[src/logic/acsc_pkg.sv]
// Package of register map, field layout and timing constants for audio clock status/control
package acsc_pkg;

    localparam int          ADDR_W          = 12;
    localparam logic [11:0] OFF_CLK_STATUS  = 12'h000;
    localparam logic [11:0] OFF_DEV_ID      = 12'h004;
    localparam logic [11:0] OFF_ERR_FLAGS   = 12'h008;
    localparam logic [11:0] OFF_SYS_CTL1    = 12'h00C;
    localparam logic [11:0] OFF_SER_FMT     = 12'h010;
    localparam logic [11:0] OFF_SYS_CTL2    = 12'h014;
    localparam logic [11:0] OFF_SOFT_MUTE   = 12'h018;
    localparam logic [11:0] OFF_MUTE_STATUS = 12'h01C;

    localparam logic [7:0] RST_SYS_CTL1 = 8'hA0;
    localparam logic [3:0] RST_SER_FMT  = 4'h5;
    localparam logic [7:0] RST_SYS_CTL2 = 8'h40;
    localparam logic [1:0] RST_SOFT_MUTE = 2'h0;

    localparam int BIT_ERR_MCLK  = 7;
    localparam int BIT_ERR_PLL   = 6;
    localparam int BIT_ERR_SCLK  = 5;
    localparam int BIT_ERR_LRCLK = 4;
    localparam int BIT_ERR_SLIP  = 3;
    localparam int BIT_ERR_OVC   = 1;
    localparam logic [7:0] ERR_MASK = 8'hFA;

    localparam int BIT_DC_BLOCK  = 7;
    localparam int BIT_HARD_UNMUTE = 5;
    localparam int BIT_SHUTDOWN  = 6;

    // Sample-rate codes
    localparam logic [2:0] FS_32K  = 3'h0;
    localparam logic [2:0] FS_48K  = 3'h3;
    localparam logic [2:0] FS_16K  = 3'h4;
    localparam logic [2:0] FS_24K  = 3'h5;
    localparam logic [2:0] FS_8K   = 3'h6;
    localparam logic [2:0] FS_12K  = 3'h7;
    // Master-clock ratio codes
    localparam logic [2:0] MR_64   = 3'h0;
    localparam logic [2:0] MR_128  = 3'h1;
    localparam logic [2:0] MR_192  = 3'h2;
    localparam logic [2:0] MR_256  = 3'h3;
    localparam logic [2:0] MR_384  = 3'h4;
    localparam logic [2:0] MR_512  = 3'h5;
    localparam logic [2:0] MR_BAD  = 3'h7;

    localparam logic [1:0] DEEMPH_NONE = 2'h0;
    localparam logic [3:0] FMT_LAST    = 4'h8;

    // Ramp step times in ns and cycle counts at 100 MHz
    localparam int CLK_NS         = 10;
    localparam int STEP_8K_NS     = 125000;
    localparam int STEP_11K_NS    = 90700;
    localparam int STEP_12K_NS    = 83300;
    localparam int STEP_8K_CYC    = STEP_8K_NS / CLK_NS;
    localparam int STEP_11K_CYC   = STEP_11K_NS / CLK_NS;
    localparam int STEP_12K_CYC   = STEP_12K_NS / CLK_NS;
    localparam int RAMP_STEPS     = 1024;

endpackage

[src/logic/acsc_regs.sv]
// Clock status, error flags and control registers of the stereo audio amplifier
//
// The APB register port is this design's own decision.
`timescale 1ns/1ns
`default_nettype none

// Notes on behaviour
// - see: rates auto-detected, read-only status register
// - see: sample-rate code in bits 7..5
// - see: master-clock ratio code in bits 4..2
// - see: unsupported ratio/rate pairs flagged invalid
// - see: ID register, fixed low seven bits
// - see: sticky error flags, cleared by writing zero
// - see: error bit map, zero when clean
// - see: master clocks per frame varies, error
// - see: bit clocks per frame varies, error
// - see: frame clock frequency changes, error
// - see: frame phase drifts from internal sync
// - see: bit 7 enables dc-blocking filter
// - see: bit 5 selects hard or soft unmute
// - see: bits 1..0 select de-emphasis
// - see: nine serial formats, default I2S 24
// - see: shutdown bit holds hard mute
// - see: per-channel soft mute bits
// - see: volume ramp step time by rate
module acsc_regs
    import acsc_pkg::*;
#(
    parameter logic [6:0] ID_CODE   = 7'h2A,   // Arbitrary revision code
    parameter int         SYNC_DIV  = 2048,    // Internal frame sync period in mclks
    parameter int         STEP_8K   = acsc_pkg::STEP_8K_CYC,
    parameter int         STEP_11K  = acsc_pkg::STEP_11K_CYC,
    parameter int         STEP_12K  = acsc_pkg::STEP_12K_CYC,
    parameter int         RAMP_LEN  = acsc_pkg::RAMP_STEPS
) (
    input  wire logic                      pclk,
    input  wire logic                      presetn,
    input  wire logic                      psel,
    input  wire logic                      penable,
    input  wire logic                      pwrite,
    input  wire logic [acsc_pkg::ADDR_W-1:0] paddr,
    input  wire logic [31:0]               pwdata,
    input  wire logic [3:0]                pstrb,
    output logic [31:0]                    prdata,
    output logic                           pready,
    output logic                           pslverr,
    input  wire logic                      mclk_tick,
    input  wire logic                      sclk_tick,
    input  wire logic                      lrclk_in,
    input  wire logic                      pll_unlock,
    input  wire logic                      over_current,
    output logic                           dc_block_en,
    output logic [1:0]                     deemph_sel,
    output logic [3:0]                     serial_format,
    output logic                           shutdown,
    output logic [1:0]                     ch_soft_mute,
    output logic                           clock_mute,
    output logic                           ramp_step
);
    import acsc_pkg::*;

    // ****************************************
    // Bus decode
    // ****************************************
    logic        acc;
    logic        wr;
    logic        hit;
    assign acc = psel & penable;
    assign wr  = acc & pwrite & pstrb[0];
    always_comb begin
        case (paddr)
            OFF_CLK_STATUS, OFF_DEV_ID, OFF_ERR_FLAGS, OFF_SYS_CTL1,
            OFF_SER_FMT, OFF_SYS_CTL2, OFF_SOFT_MUTE, OFF_MUTE_STATUS: hit = 1'b1;
            default: hit = 1'b0;
        endcase
    end

    // ****************************************
    // Clock measurement
    // ****************************************
    logic        lr_q, lr_d;
    logic [15:0] mcnt_q, mcnt_d, mlast_q, mlast_d;
    logic [7:0]  scnt_q, scnt_d, slast_q, slast_d;
    logic [15:0] sync_q, sync_d;
    logic [15:0] slip_ref_q, slip_ref_d;
    logic        meas_ok_q, meas_ok_d;
    logic        ev_mclk, ev_sclk, ev_lr, ev_slip;
    logic [2:0]  fs_q, fs_d, ratio_q, ratio_d;
    logic        frame_edge;

    assign frame_edge = lrclk_in & ~lr_q;

    // Ratio code from master clocks per frame; invalid pairs map to reserved
    function automatic logic [2:0] ratio_code(input logic [15:0] n, input logic [2:0] fs);
        logic [2:0] r;
        case (n)
            16'd64:  r = MR_64;
            16'd128: r = MR_128;
            16'd192: r = MR_192;
            16'd256: r = MR_256;
            16'd384: r = MR_384;
            16'd512: r = MR_512;
            default: r = MR_BAD;
        endcase
        if (r == MR_64 && fs != FS_48K)
            r = MR_BAD;
        if (r == MR_192 && fs != FS_48K && fs != FS_32K)
            r = MR_BAD;
        if (r == MR_256 && fs == FS_8K)
            r = MR_BAD;
        return r;
    endfunction

    // Rate class from frame length in pclk cycles (100 MHz)
    function automatic logic [2:0] fs_code(input logic [15:0] p);
        logic [2:0] f;
        if (p < 16'd2500)       f = FS_48K;
        else if (p < 16'd3600)  f = FS_32K;
        else if (p < 16'd5000)  f = FS_24K;
        else if (p < 16'd7200)  f = FS_16K;
        else if (p < 16'd10000) f = FS_12K;
        else                    f = FS_8K;
        return f;
    endfunction

    logic [15:0] per_q, per_d, plast_q, plast_d;

    always_comb begin
        lr_d       = lrclk_in;
        mcnt_d     = mcnt_q + {15'd0, mclk_tick};
        scnt_d     = scnt_q + {7'd0, sclk_tick};
        per_d      = per_q + 16'd1;
        mlast_d    = mlast_q;
        slast_d    = slast_q;
        plast_d    = plast_q;
        meas_ok_d  = meas_ok_q;
        fs_d       = fs_q;
        ratio_d    = ratio_q;
        // Advance only on a master clock, so a steady multiple of SYNC_DIV mclks per frame keeps the same phase
        sync_d     = !mclk_tick ? sync_q
                   : (sync_q == 16'(SYNC_DIV - 1)) ? 16'd0 : sync_q + 16'd1;
        slip_ref_d = slip_ref_q;
        ev_mclk    = 1'b0;
        ev_sclk    = 1'b0;
        ev_lr      = 1'b0;
        ev_slip    = 1'b0;
        if (frame_edge) begin
            // Tick of the edge cycle opens the new count, else one is lost per frame
            mcnt_d    = {15'd0, mclk_tick};
            scnt_d    = {7'd0, sclk_tick};
            per_d     = 16'd0;
            mlast_d   = mcnt_q;
            slast_d   = scnt_q;
            plast_d   = per_q;
            meas_ok_d = 1'b1;
            slip_ref_d = sync_q;
            if (meas_ok_q) begin
                ev_mclk = (mcnt_q != mlast_q);
                ev_sclk = (scnt_q != slast_q);
                ev_lr   = (per_q > plast_q + 16'd2) || (plast_q > per_q + 16'd2);
                ev_slip = (sync_q != slip_ref_q) && !ev_mclk;
            end
            fs_d    = fs_code(per_q);
            ratio_d = ratio_code(mcnt_q, fs_code(per_q));
        end
    end

    always_ff @(posedge pclk or negedge presetn) begin
        if (!presetn) begin
            lr_q       <= 1'b0;
            mcnt_q     <= 16'd0;
            scnt_q     <= 8'd0;
            per_q      <= 16'd0;
            mlast_q    <= 16'd0;
            slast_q    <= 8'd0;
            plast_q    <= 16'd0;
            meas_ok_q  <= 1'b0;
            fs_q       <= FS_48K;
            ratio_q    <= MR_256;
            sync_q     <= 16'd0;
            slip_ref_q <= 16'd0;
        end else begin
            lr_q       <= lr_d;
            mcnt_q     <= mcnt_d;
            scnt_q     <= scnt_d;
            per_q      <= per_d;
            mlast_q    <= mlast_d;
            slast_q    <= slast_d;
            plast_q    <= plast_d;
            meas_ok_q  <= meas_ok_d;
            fs_q       <= fs_d;
            ratio_q    <= ratio_d;
            sync_q     <= sync_d;
            slip_ref_q <= slip_ref_d;
        end
    end

    // ****************************************
    // Registers
    // ****************************************
    logic [7:0] err_q, err_d, ev_vec;
    logic [7:0] ctl1_q, ctl1_d, ctl2_q, ctl2_d;
    logic [3:0] fmt_q, fmt_d;
    logic [1:0] smute_q, smute_d;

    always_comb begin
        ev_vec = 8'd0;
        ev_vec[BIT_ERR_MCLK]  = ev_mclk;
        ev_vec[BIT_ERR_PLL]   = pll_unlock;
        ev_vec[BIT_ERR_SCLK]  = ev_sclk;
        ev_vec[BIT_ERR_LRCLK] = ev_lr;
        ev_vec[BIT_ERR_SLIP]  = ev_slip;
        ev_vec[BIT_ERR_OVC]   = over_current;
        err_d   = err_q;
        ctl1_d  = ctl1_q;
        ctl2_d  = ctl2_q;
        fmt_d   = fmt_q;
        smute_d = smute_q;
        if (wr) begin
            case (paddr)
                OFF_ERR_FLAGS: err_d = err_q & pwdata[7:0];
                OFF_SYS_CTL1:  ctl1_d = pwdata[7:0] & 8'hA3;
                OFF_SER_FMT:   fmt_d = pwdata[3:0];
                OFF_SYS_CTL2:  ctl2_d = pwdata[7:0] & 8'h40;
                OFF_SOFT_MUTE: smute_d = pwdata[1:0];
                default: ;
            endcase
        end
        // Set beats a simultaneous clear
        err_d = (err_d | ev_vec) & ERR_MASK;
    end

    always_ff @(posedge pclk or negedge presetn) begin
        if (!presetn) begin
            err_q   <= 8'd0;
            ctl1_q  <= RST_SYS_CTL1;
            ctl2_q  <= RST_SYS_CTL2;
            fmt_q   <= RST_SER_FMT;
            smute_q <= RST_SOFT_MUTE;
        end else begin
            err_q   <= err_d;
            ctl1_q  <= ctl1_d;
            ctl2_q  <= ctl2_d;
            fmt_q   <= fmt_d;
            smute_q <= smute_d;
        end
    end

    // ****************************************
    // Clock-error mute and unmute ramp
    // ****************************************
    typedef enum logic [1:0] {MS_RUN, MS_MUTED, MS_RAMP} acsc_mst_t;
    acsc_mst_t   mst_q, mst_d;
    logic [16:0] tick_q, tick_d;
    logic [11:0] steps_q, steps_d;
    logic        cmute_q, cmute_d, step_q, step_d;
    logic        clk_bad;
    logic [16:0] step_len;

    // Reserved formats are unusable, so they also count as a clock problem
    assign clk_bad = ev_mclk | ev_sclk | ev_lr | ev_slip | pll_unlock
                   | (ratio_q == MR_BAD) | (fmt_q > FMT_LAST);

    always_comb begin
        case (fs_q)
            FS_32K, FS_16K, FS_8K: step_len = 17'(STEP_8K);
            FS_12K, FS_24K:        step_len = 17'(STEP_12K);
            default:               step_len = 17'(STEP_11K);
        endcase
    end

    always_comb begin
        mst_d   = mst_q;
        tick_d  = tick_q;
        steps_d = steps_q;
        cmute_d = cmute_q;
        step_d  = 1'b0;
        case (mst_q)
            MS_RUN: begin
                if (clk_bad) begin
                    mst_d   = MS_MUTED;
                    cmute_d = 1'b1;
                end else begin
                    cmute_d = 1'b0;
                end
            end
            MS_MUTED: begin
                if (clk_bad) begin
                    cmute_d = 1'b1;
                end else if (frame_edge && meas_ok_q) begin
                    if (ctl1_q[BIT_HARD_UNMUTE]) begin
                        mst_d   = MS_RUN;
                        cmute_d = 1'b0;
                    end else begin
                        mst_d   = MS_RAMP;
                        tick_d  = 17'd0;
                        steps_d = 12'd0;
                    end
                end
            end
            MS_RAMP: begin
                if (clk_bad) begin
                    mst_d = MS_MUTED;
                end else if (tick_q >= step_len - 17'd1) begin
                    tick_d  = 17'd0;
                    step_d  = 1'b1;
                    steps_d = steps_q + 12'd1;
                    // Mute drops a cycle after the last step, so no step is seen unmuted
                    if (steps_q == 12'(RAMP_LEN - 1)) begin
                        mst_d   = MS_RUN;
                    end
                end else begin
                    tick_d = tick_q + 17'd1;
                end
            end
            default: mst_d = MS_MUTED;
        endcase
    end

    always_ff @(posedge pclk or negedge presetn) begin
        if (!presetn) begin
            mst_q   <= MS_MUTED;
            tick_q  <= 17'd0;
            steps_q <= 12'd0;
            cmute_q <= 1'b1;
            step_q  <= 1'b0;
        end else begin
            mst_q   <= mst_d;
            tick_q  <= tick_d;
            steps_q <= steps_d;
            cmute_q <= cmute_d;
            step_q  <= step_d;
        end
    end

    // ****************************************
    // Read path and outputs
    // ****************************************
    logic [31:0] rd_d;
    logic        err_resp_d;
    always_comb begin
        rd_d = 32'h0000_0000;
        case (paddr)
            OFF_CLK_STATUS:  rd_d[7:0] = {fs_q, ratio_q, 2'b00};
            OFF_DEV_ID:      rd_d[7:0] = {1'b0, ID_CODE};
            OFF_ERR_FLAGS:   rd_d[7:0] = err_q;
            OFF_SYS_CTL1:    rd_d[7:0] = ctl1_q;
            OFF_SER_FMT:     rd_d[3:0] = fmt_q;
            OFF_SYS_CTL2:    rd_d[7:0] = ctl2_q;
            OFF_SOFT_MUTE:   rd_d[1:0] = smute_q;
            OFF_MUTE_STATUS: rd_d[2:0] = {mst_q == MS_RAMP, cmute_q, ctl2_q[BIT_SHUTDOWN]};
            default:         rd_d = 32'h0000_0000;
        endcase
        err_resp_d = psel & ~penable & ~hit;
    end

    // Zero-wait slave: answer registered in the setup cycle
    always_ff @(posedge pclk or negedge presetn) begin
        if (!presetn) begin
            prdata        <= 32'h0000_0000;
            pready        <= 1'b0;
            pslverr       <= 1'b0;
            dc_block_en   <= 1'b1;
            deemph_sel    <= DEEMPH_NONE;
            serial_format <= RST_SER_FMT;
            shutdown      <= 1'b1;
            ch_soft_mute  <= RST_SOFT_MUTE;
            clock_mute    <= 1'b1;
            ramp_step     <= 1'b0;
        end else begin
            prdata        <= (psel & ~penable & ~pwrite) ? rd_d : 32'h0000_0000;
            pready        <= psel & ~penable;
            pslverr       <= err_resp_d;
            dc_block_en   <= ctl1_d[BIT_DC_BLOCK];
            deemph_sel    <= ctl1_d[1:0];
            serial_format <= fmt_d;
            shutdown      <= ctl2_d[BIT_SHUTDOWN];
            ch_soft_mute  <= smute_d;
            clock_mute    <= cmute_d;
            ramp_step     <= step_d;
        end
    end

    // Source keeps bit clock within 32/48/64 Fs; only a change in bit clocks per frame shows as an error
    // Host clears errors then rereads to see persistence
endmodule

`default_nettype wire

[config.mk]
export PLATFORM = sky130hd
export DESIGN_NAME = acsc_regs
export DESIGN_NICKNAME = d
export VERILOG_FILES = /design/src/logic/acsc_pkg.sv /design/src/logic/acsc_regs.sv
export SDC_FILE = /design/constraint.sdc
export NUM_CORES = 1
export LEC_CHECK = 0
export BUFFER_PORTS_ARGS = -buffer_cell sky130_fd_sc_hd__buf_2
export CAP_MARGIN = 15
export CORE_MARGIN = 3
export CORE_UTILIZATION = 30
export CTS_BUF_LIST = sky130_fd_sc_hd__clkbuf_2 sky130_fd_sc_hd__clkbuf_4 sky130_fd_sc_hd__clkbuf_8
export DETAILED_ROUTE_END_ITERATION = 7
export SKIP_CTS_REPAIR_TIMING = 1
export SYNTH_ARGS = -nofsm -noshare
export SYNTH_HDL_FRONTEND = slang
export SYNTH_SLANG_ARGS = --single-unit
export TNS_END_PERCENT = 20
[constraint.sdc]
create_clock -name pclk -period 5.1 [get_ports pclk]
set_input_delay 1.53 -clock pclk [delete_from_list [all_inputs] [get_ports pclk]]
set_output_delay 1.53 -clock pclk [all_outputs]
set_load 0.02 [all_outputs]
==> flow_summary.ini, run 1 <==
[drt]
drt-initial-drc-count = 400
drc = 0
drtAntennaViolNets = 0
wl_um = 23410
vias = 8163
drt_first_pass_iters = 4
wl_per_cell_um = 14.03
via_per_inst = 4.891

[floorplan]
fp.coreArea_um2 = 35050
start_util = 0.3091
io_pins = 104
fp.dieH_um = 196.0
die_area_um2 = 38430
dieWidth_um = 196.0
rows = 68

[clocking]
clk_latency_ps = 480
root_buffer = clkbuf_8
cts_buffers = 17
tritoncts = done
clock_sinks = 180
cts_buffer_depth = 2
path_clk_slew_ps = 110
htree_levels = 4

[final_layout]
seqCellArea_um2 = 4518
multi_input_area_um2 = 5789
fin_area_um2 = 11730
diodes = 0
nets = 1318
final_layout_size_suffix_gt1_frac = 0.1236
area_growth_syn_to_layout_pct = 8.304
fillCellCount = 3632

[sta]
relSlewSlack = 0.3755
setup_viol = 0
worst_pin_slew_ps = 928.1
finalMaxSlewViolations = 0
finalCriticalPeriod_ps = 4121
final.setup.tns_ps = 0
hold_viol_final = 0
skew_ps = 24.49
fin_ws_ps = 978.9
rsz0062_at_grt = no
period_share = 0.8081
timing.fmax_ghz = 0.2427

[power_and_ir_drop]
p_switching_uw = 1238
comb_power_share = 0.227
sw_frac_of_total = 0.3485
totalPowerFinal_uw = 3552
power_leakage_uw = 0.005422
p_per_area_nw_per_um2 = 302.7
p_clk_frac = 0.285
max-vdd-ir-drop_mv = 0.1683
pwr-share-seq = 0.489
p_int_uw = 2314

[global_routing]
grt_max_degree = 113
grt_overflow = 0
track_usage = 0.1242
antenna_found_initial = 1
grt_pass1_vias = 7991
grt_first_pass_wirelength_um = 40110

[critical_path]
path_class = reg -> reg
endpoint_kind = register
critPathArrivalTime_ps = 4490
path_max_fanout = 25
critical_path_required_ps = 5460
start_kind = register

[placed_design]
placed_cell_area_um2 = 11320
place.gp.congestion = 0.8374
place_ws_ps = 960.4
hpwl_um = 16480
io_buffers = 52

[logic_synthesis]
postSynthCellCount = 1188
yosysTopAreaCell = dfrtp_1
synth_area_leaders = dfrtp_1 39%, nand2_1 8.0%, ha_1 6.8%
synth_ff_type = dfrtp_1
synth_top_area_frac = 0.3903
yosys_warnings = 0
ys_async_sr_fraction = 1.000
yosysSeqAreaShare = 0.4170
syn_avg_cell_area_um2 = 9.120
syn_area_um2 = 10830
synth-seq-cells = 180
synth-edff-count = 0
synth_cell_type_count = 66

[min_path]
hp-class = reg -> reg

[outcome]
status = complete, no violations

[run]
drv_cap = 0
==> synthesized netlist by cell type, types with 28 or more instances <==
cell and n:
ha_1 59, nand3_1 59, dfrtp_1 169, buf_4 28
clkbuf_1 39, xnor2_1 64, inv_1 28, a21oi_1 33
nand2_1 230, nand4_1 32, xor2_1 45, o21ai_0 38
nor2_1 91
==> worst max-delay path, cell delays in order (launching register included) <==
cell and delay, ps:
dfrtp_1 520, ha_1 310, nand2_1 100, nor2_1 270, nand3_1 200, nor2_1 210
xnor2_1 140, ha_1 260, nand4_1 170, nor2_1 70, a221oi_1 260, o211ai_1 160
a22oi_2 430, nand3_4 420, a221o_1 460
==> per-layer routing <==
metal	share of wire	track usage	up-vias	routed length, um
li1	-	-	4093	-
met3	0.033	0.02645	18	778
met5	0.00038	0	-	9
met1	0.49	0.1741	3949	11480
met4	0.0082	0.02165	2	193
met2	0.47	0.2005	101	10960
==> per-stage QoR <==
step	instances	utilization	hold WS, ps
floorplan	1212	-	450.0
global placement	1637	0.3230	473.6
detailed placement	1637	0.3230	473.7
CTS	1669	0.3347	488.8
global route	1669	0.3347	494.6
finish	1669	0.3347	482.8
==> registers in the layout, indices dropped and copies added, names as in the netlist, 2 cells and up <==
register       flops
serial_format      4
mcnt_q            16
ctl1_q             3
plast_q           16
ch_soft_mute       2
mlast_q           16
mst_q              2
slip_ref_q        16
fs_q               3
sync_q            16
per_q             16
tick_q            17
err_q              6
slast_q            8
steps_q           12
scnt_q             8
prdata             8
ratio_q            3
==> power by group through the flow <==
| stage | logic, uW | registers, uW | clock network (uW) |
|---|---|---|---|
| final | 805 | 1740 | 1010 |
| after global placement | 793 | 1760 | 0 |
| after CTS | 815 | 1740 | 1050 |
| after floorplan | 659 | 1700 | 0 |
| after global routing | 909 | 1760 | 1110 |
| after detailed placement | 810 | 1770 | 0 |
==> cells by family (layout without fill, tap and decap cells) <==
logic type | Yosys count | after routing | synth area share
and+or+nand+nor | 532 | 532 | 0.2290
DFF | 180 | 180 | 0.4170
AOI/OAI and AO/OA | 170 | 170 | 0.1202
buffers and inverters | 118 | 120 | 0.05786
xor gates and xnor gates | 110 | 110 | 0.08962
adders and majority gates | 59 | 59 | 0.06814
muxes | 17 | 17 | 0.01744
other | 2 | 26 | 0.0006932
==> cells in the final DEF, fill, tap and decap left out, drive strengths merged, types with 4 or more instances in the layout <==
cell / count
nand4: 32
nor4: 19
o31ai: 17
and2: 13
nand2: 230
dfstp: 11
ha: 59
clkinv: 4
a211oi: 7
clkbuf: 19
buf: 59
a22o: 8
xnor2: 65
nor2: 91
nor2b: 6
a21o: 6
nand2b: 12
nor3b: 5
or3: 9
mux2: 15
conb: 26
nand3b: 4
o41ai: 18
xor2: 45
nand3: 60
and3: 26
nor3: 16
o211ai: 7
a21oi: 33
inv: 34
o21ai: 41
dfrtp: 169
==> cell type report <==
| class | instances | area share |
|---|---|---|
| Multi-Input combinational cell | 914 | 0.4934 |
| Sequential cell | 180 | 0.3850 |
| Clock inverter | 14 | 0.01386 |
| Timing Repair Buffer | 60 | 0.02911 |
| Tap cell | 455 | 0.04852 |
| Clock buffer | 18 | 0.02111 |
| Inverter | 28 | 0.008957 |
==> worst paths after layout <==
path                               to  slack (ps)  startpoint  depth (start not counted)
min reg2reg                   fs_q[1]         480     fs_q[1]                          2
min in group asynchronous  tick_q[13]        1170     presetn                          1
min                           fs_q[1]         480     fs_q[1]                          2
max in group asynchronous  mlast_q[4]        3020     presetn                          2
max                        steps_q[3]         980    per_q[2]                         14
max reg2reg                steps_q[3]         980    per_q[2]                         14
Note: power is estimated with default switching activity, not from simulation.
==> run 2: changes to the inputs <==
--- a/config.mk
+++ b/config.mk
@@ -5,6 +5,7 @@
 export SDC_FILE = /design/constraint.sdc
 export NUM_CORES = 1
 export LEC_CHECK = 0
+export ABC_AREA = 1
 export BUFFER_PORTS_ARGS = -buffer_cell sky130_fd_sc_hd__buf_2
 export CAP_MARGIN = 15
 export CORE_MARGIN = 3
==> constraint.sdc (replaced) <==
create_clock -name pclk -period 3.5 [get_ports pclk]
set_input_delay 1.05 -clock pclk [delete_from_list [all_inputs] [get_ports pclk]]
set_output_delay 1.05 -clock pclk [all_outputs]
set_load 0.02 [all_outputs]
==> run 2 against run 1 <==
  * Non-clock buffer count rose by 58
  * Sequential cell count unchanged
  * Critical path depth grew 9
  * Cell area is 9.4% higher
  * Die area rose by 3.2%
  * Final cell count up 24%
  * Clock skew fell by 11 ps
  * First-iteration DRC count increased by 61%
  * Maximum frequency increased by 25%
  * Critical path type unchanged
  * Largest cell class unchanged
==> flow_summary.ini, run 2 <==
[outcome]
status = complete, no violations

[final_layout]
largest_reg_flops = 17
layout_common_cells = 402 x nand2_1, 188 x inv_1, 168 x dfrtp_1, 148 x nor2_1, 100 x o21ai_0
top_register = tick_q
multi_input_area_um2 = 5818
mostFrequentLayoutCell = nand2_1
fin_cells = 2074
diodes = 0
final_layout_size_suffix_gt1_frac = 0.1289
nets = 1710
area_growth_syn_to_layout_pct = 14.62
fin_area_um2 = 12830
fillCellCount = 3861
seqCellArea_um2 = 4519

[min_path]
min_path_cells = 2
hp-class = reg -> reg
min_to = meas_ok_q
hp-start = meas_ok_q

[logic_synthesis]
syn_avg_cell_area_um2 = 7.478
synth_top_area_frac = 0.3778
synth-edff-count = 0
yosysTopAreaCell = dfrtp_1
yosys_warnings = 0
synth_cell_type_count = 46
synth-seq-cells = 180
postSynthCellCount = 1497
yosys.cell_count.top_type = nand2_1
synth_area_leaders = dfrtp_1 38%, nand2_1 14%, ha_1 6.6%
yosysSeqAreaShare = 0.4036
syn_area_um2 = 11190
synthTopCellsByCount = 410 x nand2_1, 189 x inv_1, 169 x dfrtp_1
synth_ff_type = dfrtp_1
ys_async_sr_fraction = 1.000

[floorplan]
io_pins = 104
fp.coreArea_um2 = 36700
rows = 70
start_util = 0.3050
dieWidth_um = 199.2
die_area_um2 = 39670
fp.dieH_um = 199.2

[critical_path]
endpoint_kind = register
path_max_fanout = 6
start_kind = register
cpLargestDelayFamily = simple AND/OR/NAND/NOR gates
ff2ff_setup_slack_ps = 210
critPathSlowestCell = dfrtp_1
rr_endpoint = steps_q[1]
critPathArrivalTime_ps = 3660
reg2regPathDepth = 23
crit_path_frequent_cell = nand2_1
path_cells = ha_4, nand2_1, nor2_2, inv_1, nor2_2, nand2_2, nor4_4, buf_4, xor2_2, ha_1, a21oi_2, o21ai_1, a21oi_1, nand2_1, nand2_1, nand2_2, nand2_2, nand3_2, nand2_2, nand3_2, buf_6, nand2_1, nand2_1
critical_path_required_ps = 3870
path_class = reg -> reg
reg2reg_from = per_q[1]
path_buf_inv = 3
critPathMaxStageDelay_ps = 410

[sta]
hold_viol_final = 0
fin_ws_ps = 210.8
finalMaxSlewViolations = 0
skew_ps = 13.90
finalCriticalPeriod_ps = 3289
period_share = 0.9398
rsz0062_at_grt = yes
relSlewSlack = 0.3692
worst_pin_slew_ps = 946.1
setup_viol = 0
timing.fmax_ghz = 0.3040
final.setup.tns_ps = 0

[global_routing]
antenna_found_initial = 0
grt_overflow = 0
grt_pass1_vias = 9153
grt_max_degree = 97
track_usage = 0.1326
grt_first_pass_wirelength_um = 43430

[placed_design]
io_buffers = 52
place_ws_ps = 21.49
placed_cell_area_um2 = 12220
dp_cells = 2032
hpwl_um = 19180
place.gp.congestion = 0.8543

[drt]
drt_first_pass_iters = 5
wl_um = 26310
drt-initial-drc-count = 642
wl_per_cell_um = 12.69
drtAntennaViolNets = 0
vias = 9720
via_per_inst = 4.687
drc = 0

[power_and_ir_drop]
power_leakage_uw = 0.006219
p_per_area_nw_per_um2 = 432.1
max-vdd-ir-drop_mv = 0.2237

[run]
drv_cap = 0

[clocking]
clock_sinks = 180
clk_latency_ps = 480
cts_buffer_depth = 2
root_buffer = clkbuf_8
htree_levels = 4
tritoncts = done
cts_buffers = 17
path_clk_slew_ps = 100
[run 2: cell count changes in the layout (fill, tap and decap cells not counted), sizes merged, moves of 15 or more]
cell / previous run / this run
o21ai: 41 / 103
o2111ai: 0 / 15
nor2: 91 / 156
inv: 34 / 198
nand3: 60 / 42
a21oi: 33 / 51
nor3: 16 / 47
o41ai: 18 / 1
buf: 59 / 117
and3: 26 / 2
xnor2: 65 / 18
o31ai: 17 / 0
nand2: 230 / 415
[run 2: worst max path at each step]
stage | from | endpoint | slack [ps] | cells past startpoint
global placement | per_q[2] | steps_q[0] | 80 | 22
global route | plast_q[2] | steps_q[6] | -50 | 24
detailed placement | per_q[2] | steps_q[1] | 20 | 22
CTS | per_q[2] | steps_q[1] | -10 | 22
finish | per_q[1] | steps_q[1] | 210 | 23
floorplan | per_q[2] | tick_q[11] | 320 | 21
[run 2: per-stage QoR]
step / util / hold slack, ps / total power, uW
floorplan: - / 432.9 / 3597
global placement: 0.3330 / 444.5 / 4050
detailed placement: 0.3330 / 452.2 / 4079
CTS: 0.3434 / 478.1 / 5528
global route: 0.3496 / 494.3 / 5970
finish: 0.3496 / 477.6 / 5544
[run 2: final cells by class]
type                    instances  area share
clock buffers                  17     0.01823
inverters                     193     0.05666
flip-flops and latches        180      0.3522
multi-input cells            1083      0.4534
clock inverters                15     0.01170
well taps                     468     0.04564
repair buffers                118     0.06212
[run 2: cell families after synthesis]
family / Yosys count / synth area share
xor+xnor: 65 / 0.05085
mux: 2 / 0.002012
other cells: 2 / 0.0006709
simple gates: 717 / 0.2660
compound gates: 213 / 0.1122
flops: 180 / 0.4036
buf+inv: 259 / 0.09869
fa+ha+maj: 59 / 0.06594
[run 2: report_power, final]
part | internal, uW | leakage [uW] | switching [uW]
Combinational | 591 | 0.00370 | 1040
Clock | 583 | 0.000181 | 831
Sequential | 2290 | 0.00234 | 204
[run 2: metal layers]
| layer | GRT usage | part of all wire |
|---|---|---|
| met4 | 0.03670 | 0.015 |
| met2 | 0.2165 | 0.47 |
| met1 | 0.1812 | 0.48 |
| met3 | 0.02411 | 0.037 |
| met5 | 0 | 0 |
[run 2: worst min-delay path, delay by kind of cell, from the launching register on]
| family | cells | cell delay (ps) |
|---|---|---|
| flip-flops | 1 | 340 |
| buffers and inverters | 1 | 50 |
| AND/OR/NAND/NOR | 1 | 60 |
==> run 3: changes to the inputs <==
--- a/config.mk
+++ b/config.mk
@@ -8,10 +8,11 @@
 export ABC_AREA = 1
 export BUFFER_PORTS_ARGS = -buffer_cell sky130_fd_sc_hd__buf_2
 export CAP_MARGIN = 15
-export CORE_MARGIN = 3
+export CORE_MARGIN = 2
 export CORE_UTILIZATION = 30
 export CTS_BUF_LIST = sky130_fd_sc_hd__clkbuf_2 sky130_fd_sc_hd__clkbuf_4 sky130_fd_sc_hd__clkbuf_8
 export DETAILED_ROUTE_END_ITERATION = 7
+export GPL_ROUTABILITY_DRIVEN = 0
 export SKIP_CTS_REPAIR_TIMING = 1
 export SYNTH_ARGS = -nofsm -noshare
 export SYNTH_HDL_FRONTEND = slang
==> run 3 against run 2 <==
  * Clock skew is 9.2 ps higher
  * Largest power group unchanged
  * Sequential share of layout area hardly changed
  * Routed wire length is 0.23% higher
  * Clock-buffer cell count is 1 higher
  * Register-to-register slack worse by 60 ps
  * Maximum frequency is 1.9% lower
==> flow_summary.ini, run 3 (synthesis gave the netlist of run 2 again) <==
[outcome]
status = complete, no violations

[drt]
drt_first_pass_iters = 5
drt-initial-drc-count = 570
wl_um = 26370
drc = 0
wl_per_cell_um = 12.77
vias = 9678
via_per_inst = 4.684
drtAntennaViolNets = 0

[min_path]
hp-class = reg -> reg
hp-start = meas_ok_q

[global_routing]
track_usage = 0.1399
antenna_found_initial = 0
grt_max_degree = 97
grt_first_pass_wirelength_um = 45100
grt_pass1_vias = 9423
grt_overflow = 0

[final_layout]
fin_area_um2 = 12840
top_register = tick_q
mostFrequentLayoutCell = nand2_1
diodes = 0
area_growth_syn_to_layout_pct = 14.68
final_layout_size_suffix_gt1_frac = 0.1245
largest_reg_flops = 17
fin_cells = 2066
layout_common_cells = 401 x nand2_1, 189 x inv_1, 169 x dfrtp_1, 146 x nor2_1, 100 x o21ai_0
nets = 1702

[sta]
final.setup.tns_ps = 0
setup_viol = 0
period_share = 0.9579
finalMaxSlewViolations = 0
timing.fmax_ghz = 0.2983
skew_ps = 23.14
worst_pin_slew_ps = 976.2
hold_viol_final = 0
whs_ps = 474.8
finalCriticalPeriod_ps = 3353
relSlewSlack = 0.3492
rsz0062_at_grt = yes
fin_ws_ps = 147.3

[run]
drv_cap = 0

[floorplan]
rows = 70
die_area_um2 = 38880
fp.dieH_um = 197.2
start_util = 0.3050
dieWidth_um = 197.2
io_pins = 104
fp.coreArea_um2 = 36700

[power_and_ir_drop]
p_per_area_nw_per_um2 = 448.3
max-vdd-ir-drop_mv = 0.2213
power_leakage_uw = 0.006210

[clocking]
cts_buffer_depth = 2
clk_latency_ps = 480
root_buffer = clkbuf_8
tritoncts = done
htree_levels = 4
path_clk_slew_ps = 110
cts_buffers = 17
clock_sinks = 180

[critical_path]
path_buf_inv = 2
path_max_fanout = 6
reg2reg_from = plast_q[1]
start_kind = register
endpoint_kind = register
critPathLaunch = plast_q[1]
critical_path_required_ps = 3870
critPathArrivalTime_ps = 3720
cpLargestDelayFamily = simple AND/OR/NAND/NOR gates
path_class = reg -> reg
critPathMaxStageDelay_ps = 370
critPathSlowestCell = dfrtp_1
crit_path_frequent_cell = nand2_1

[placed_design]
hpwl_um = 18950
placed_cell_area_um2 = 12190
io_buffers = 52
dp_cells = 2028
place_ws_ps = 10.70
[run 3: changes by cell type in the layout (fill, tap and decap cells not counted), moves of 3 or more]
cell / change
buf_4: -12
nand2_4: +4
nor2_2: +4
nand2_2: -3
[run 3: cell type report]
type                    instances  area, um2
fillers                      3892      23860
multi-input cells            1083       5808
flip-flops and latches        180       4518
repair buffers                110      774.5
inverters                     193      732.0
well taps                     468      585.6
clock buffers                  18      241.5
clock inverters                14      177.7
[run 3: worst paths after layout]
| kind | end | slack, ps | depth (start not counted) |
|---|---|---|---|
| worst max-delay path | steps_q[7] | 150 | 25 |
| max in group asynchronous | fs_q[1] | 2090 | 2 |
| worst max register to register | steps_q[7] | 150 | 25 |
| worst min-delay path | meas_ok_q | 470 | 2 |
| min in group asynchronous | steps_q[4] | 600 | 1 |
| worst min register to register | meas_ok_q | 470 | 2 |
[run 3: where the power goes]
group	internal (uW)	leakage, uW	total [uW]	switching [uW]
combinational	628	0.00367	1720	1090
sequential	2290	0.00234	2480	194
clock	722	0.000200	1550	827
total	3640	0.00621	5760	2120
[run 3: worst reg2reg max path, delay by kind of cell (launching register included)]
kind | cells | cell delay (ps)
AND/OR/NAND/NOR | 18 | 1730
adder cells (fa/ha/maj) | 2 | 540
flip-flops | 1 | 370
AO/OA/AOI/OAI | 2 | 240
buffers and inverters | 2 | 210
XOR/XNOR | 1 | 150
[run 3: per-stage QoR]
| step | utilization | total power, uW |
|---|---|---|
| 2_1_floorplan | - | 3597 |
| 3_3_place_gp | 0.3322 | 4037 |
| 3_5_place_dp | 0.3322 | 4075 |
| 4_1_cts | 0.3436 | 5637 |
| 5_1_grt | 0.3498 | 6179 |
| 6_report | 0.3498 | 5756 |
[run 3: routing by layer]
metal,wire [um],vias to the layer above,track usage
li1,-,4982,-
met1,13000,4518,0.1904
met2,12080,149,0.2307
met3,864,29,0.02442
met4,422,0,0.03425
met5,0,-,0
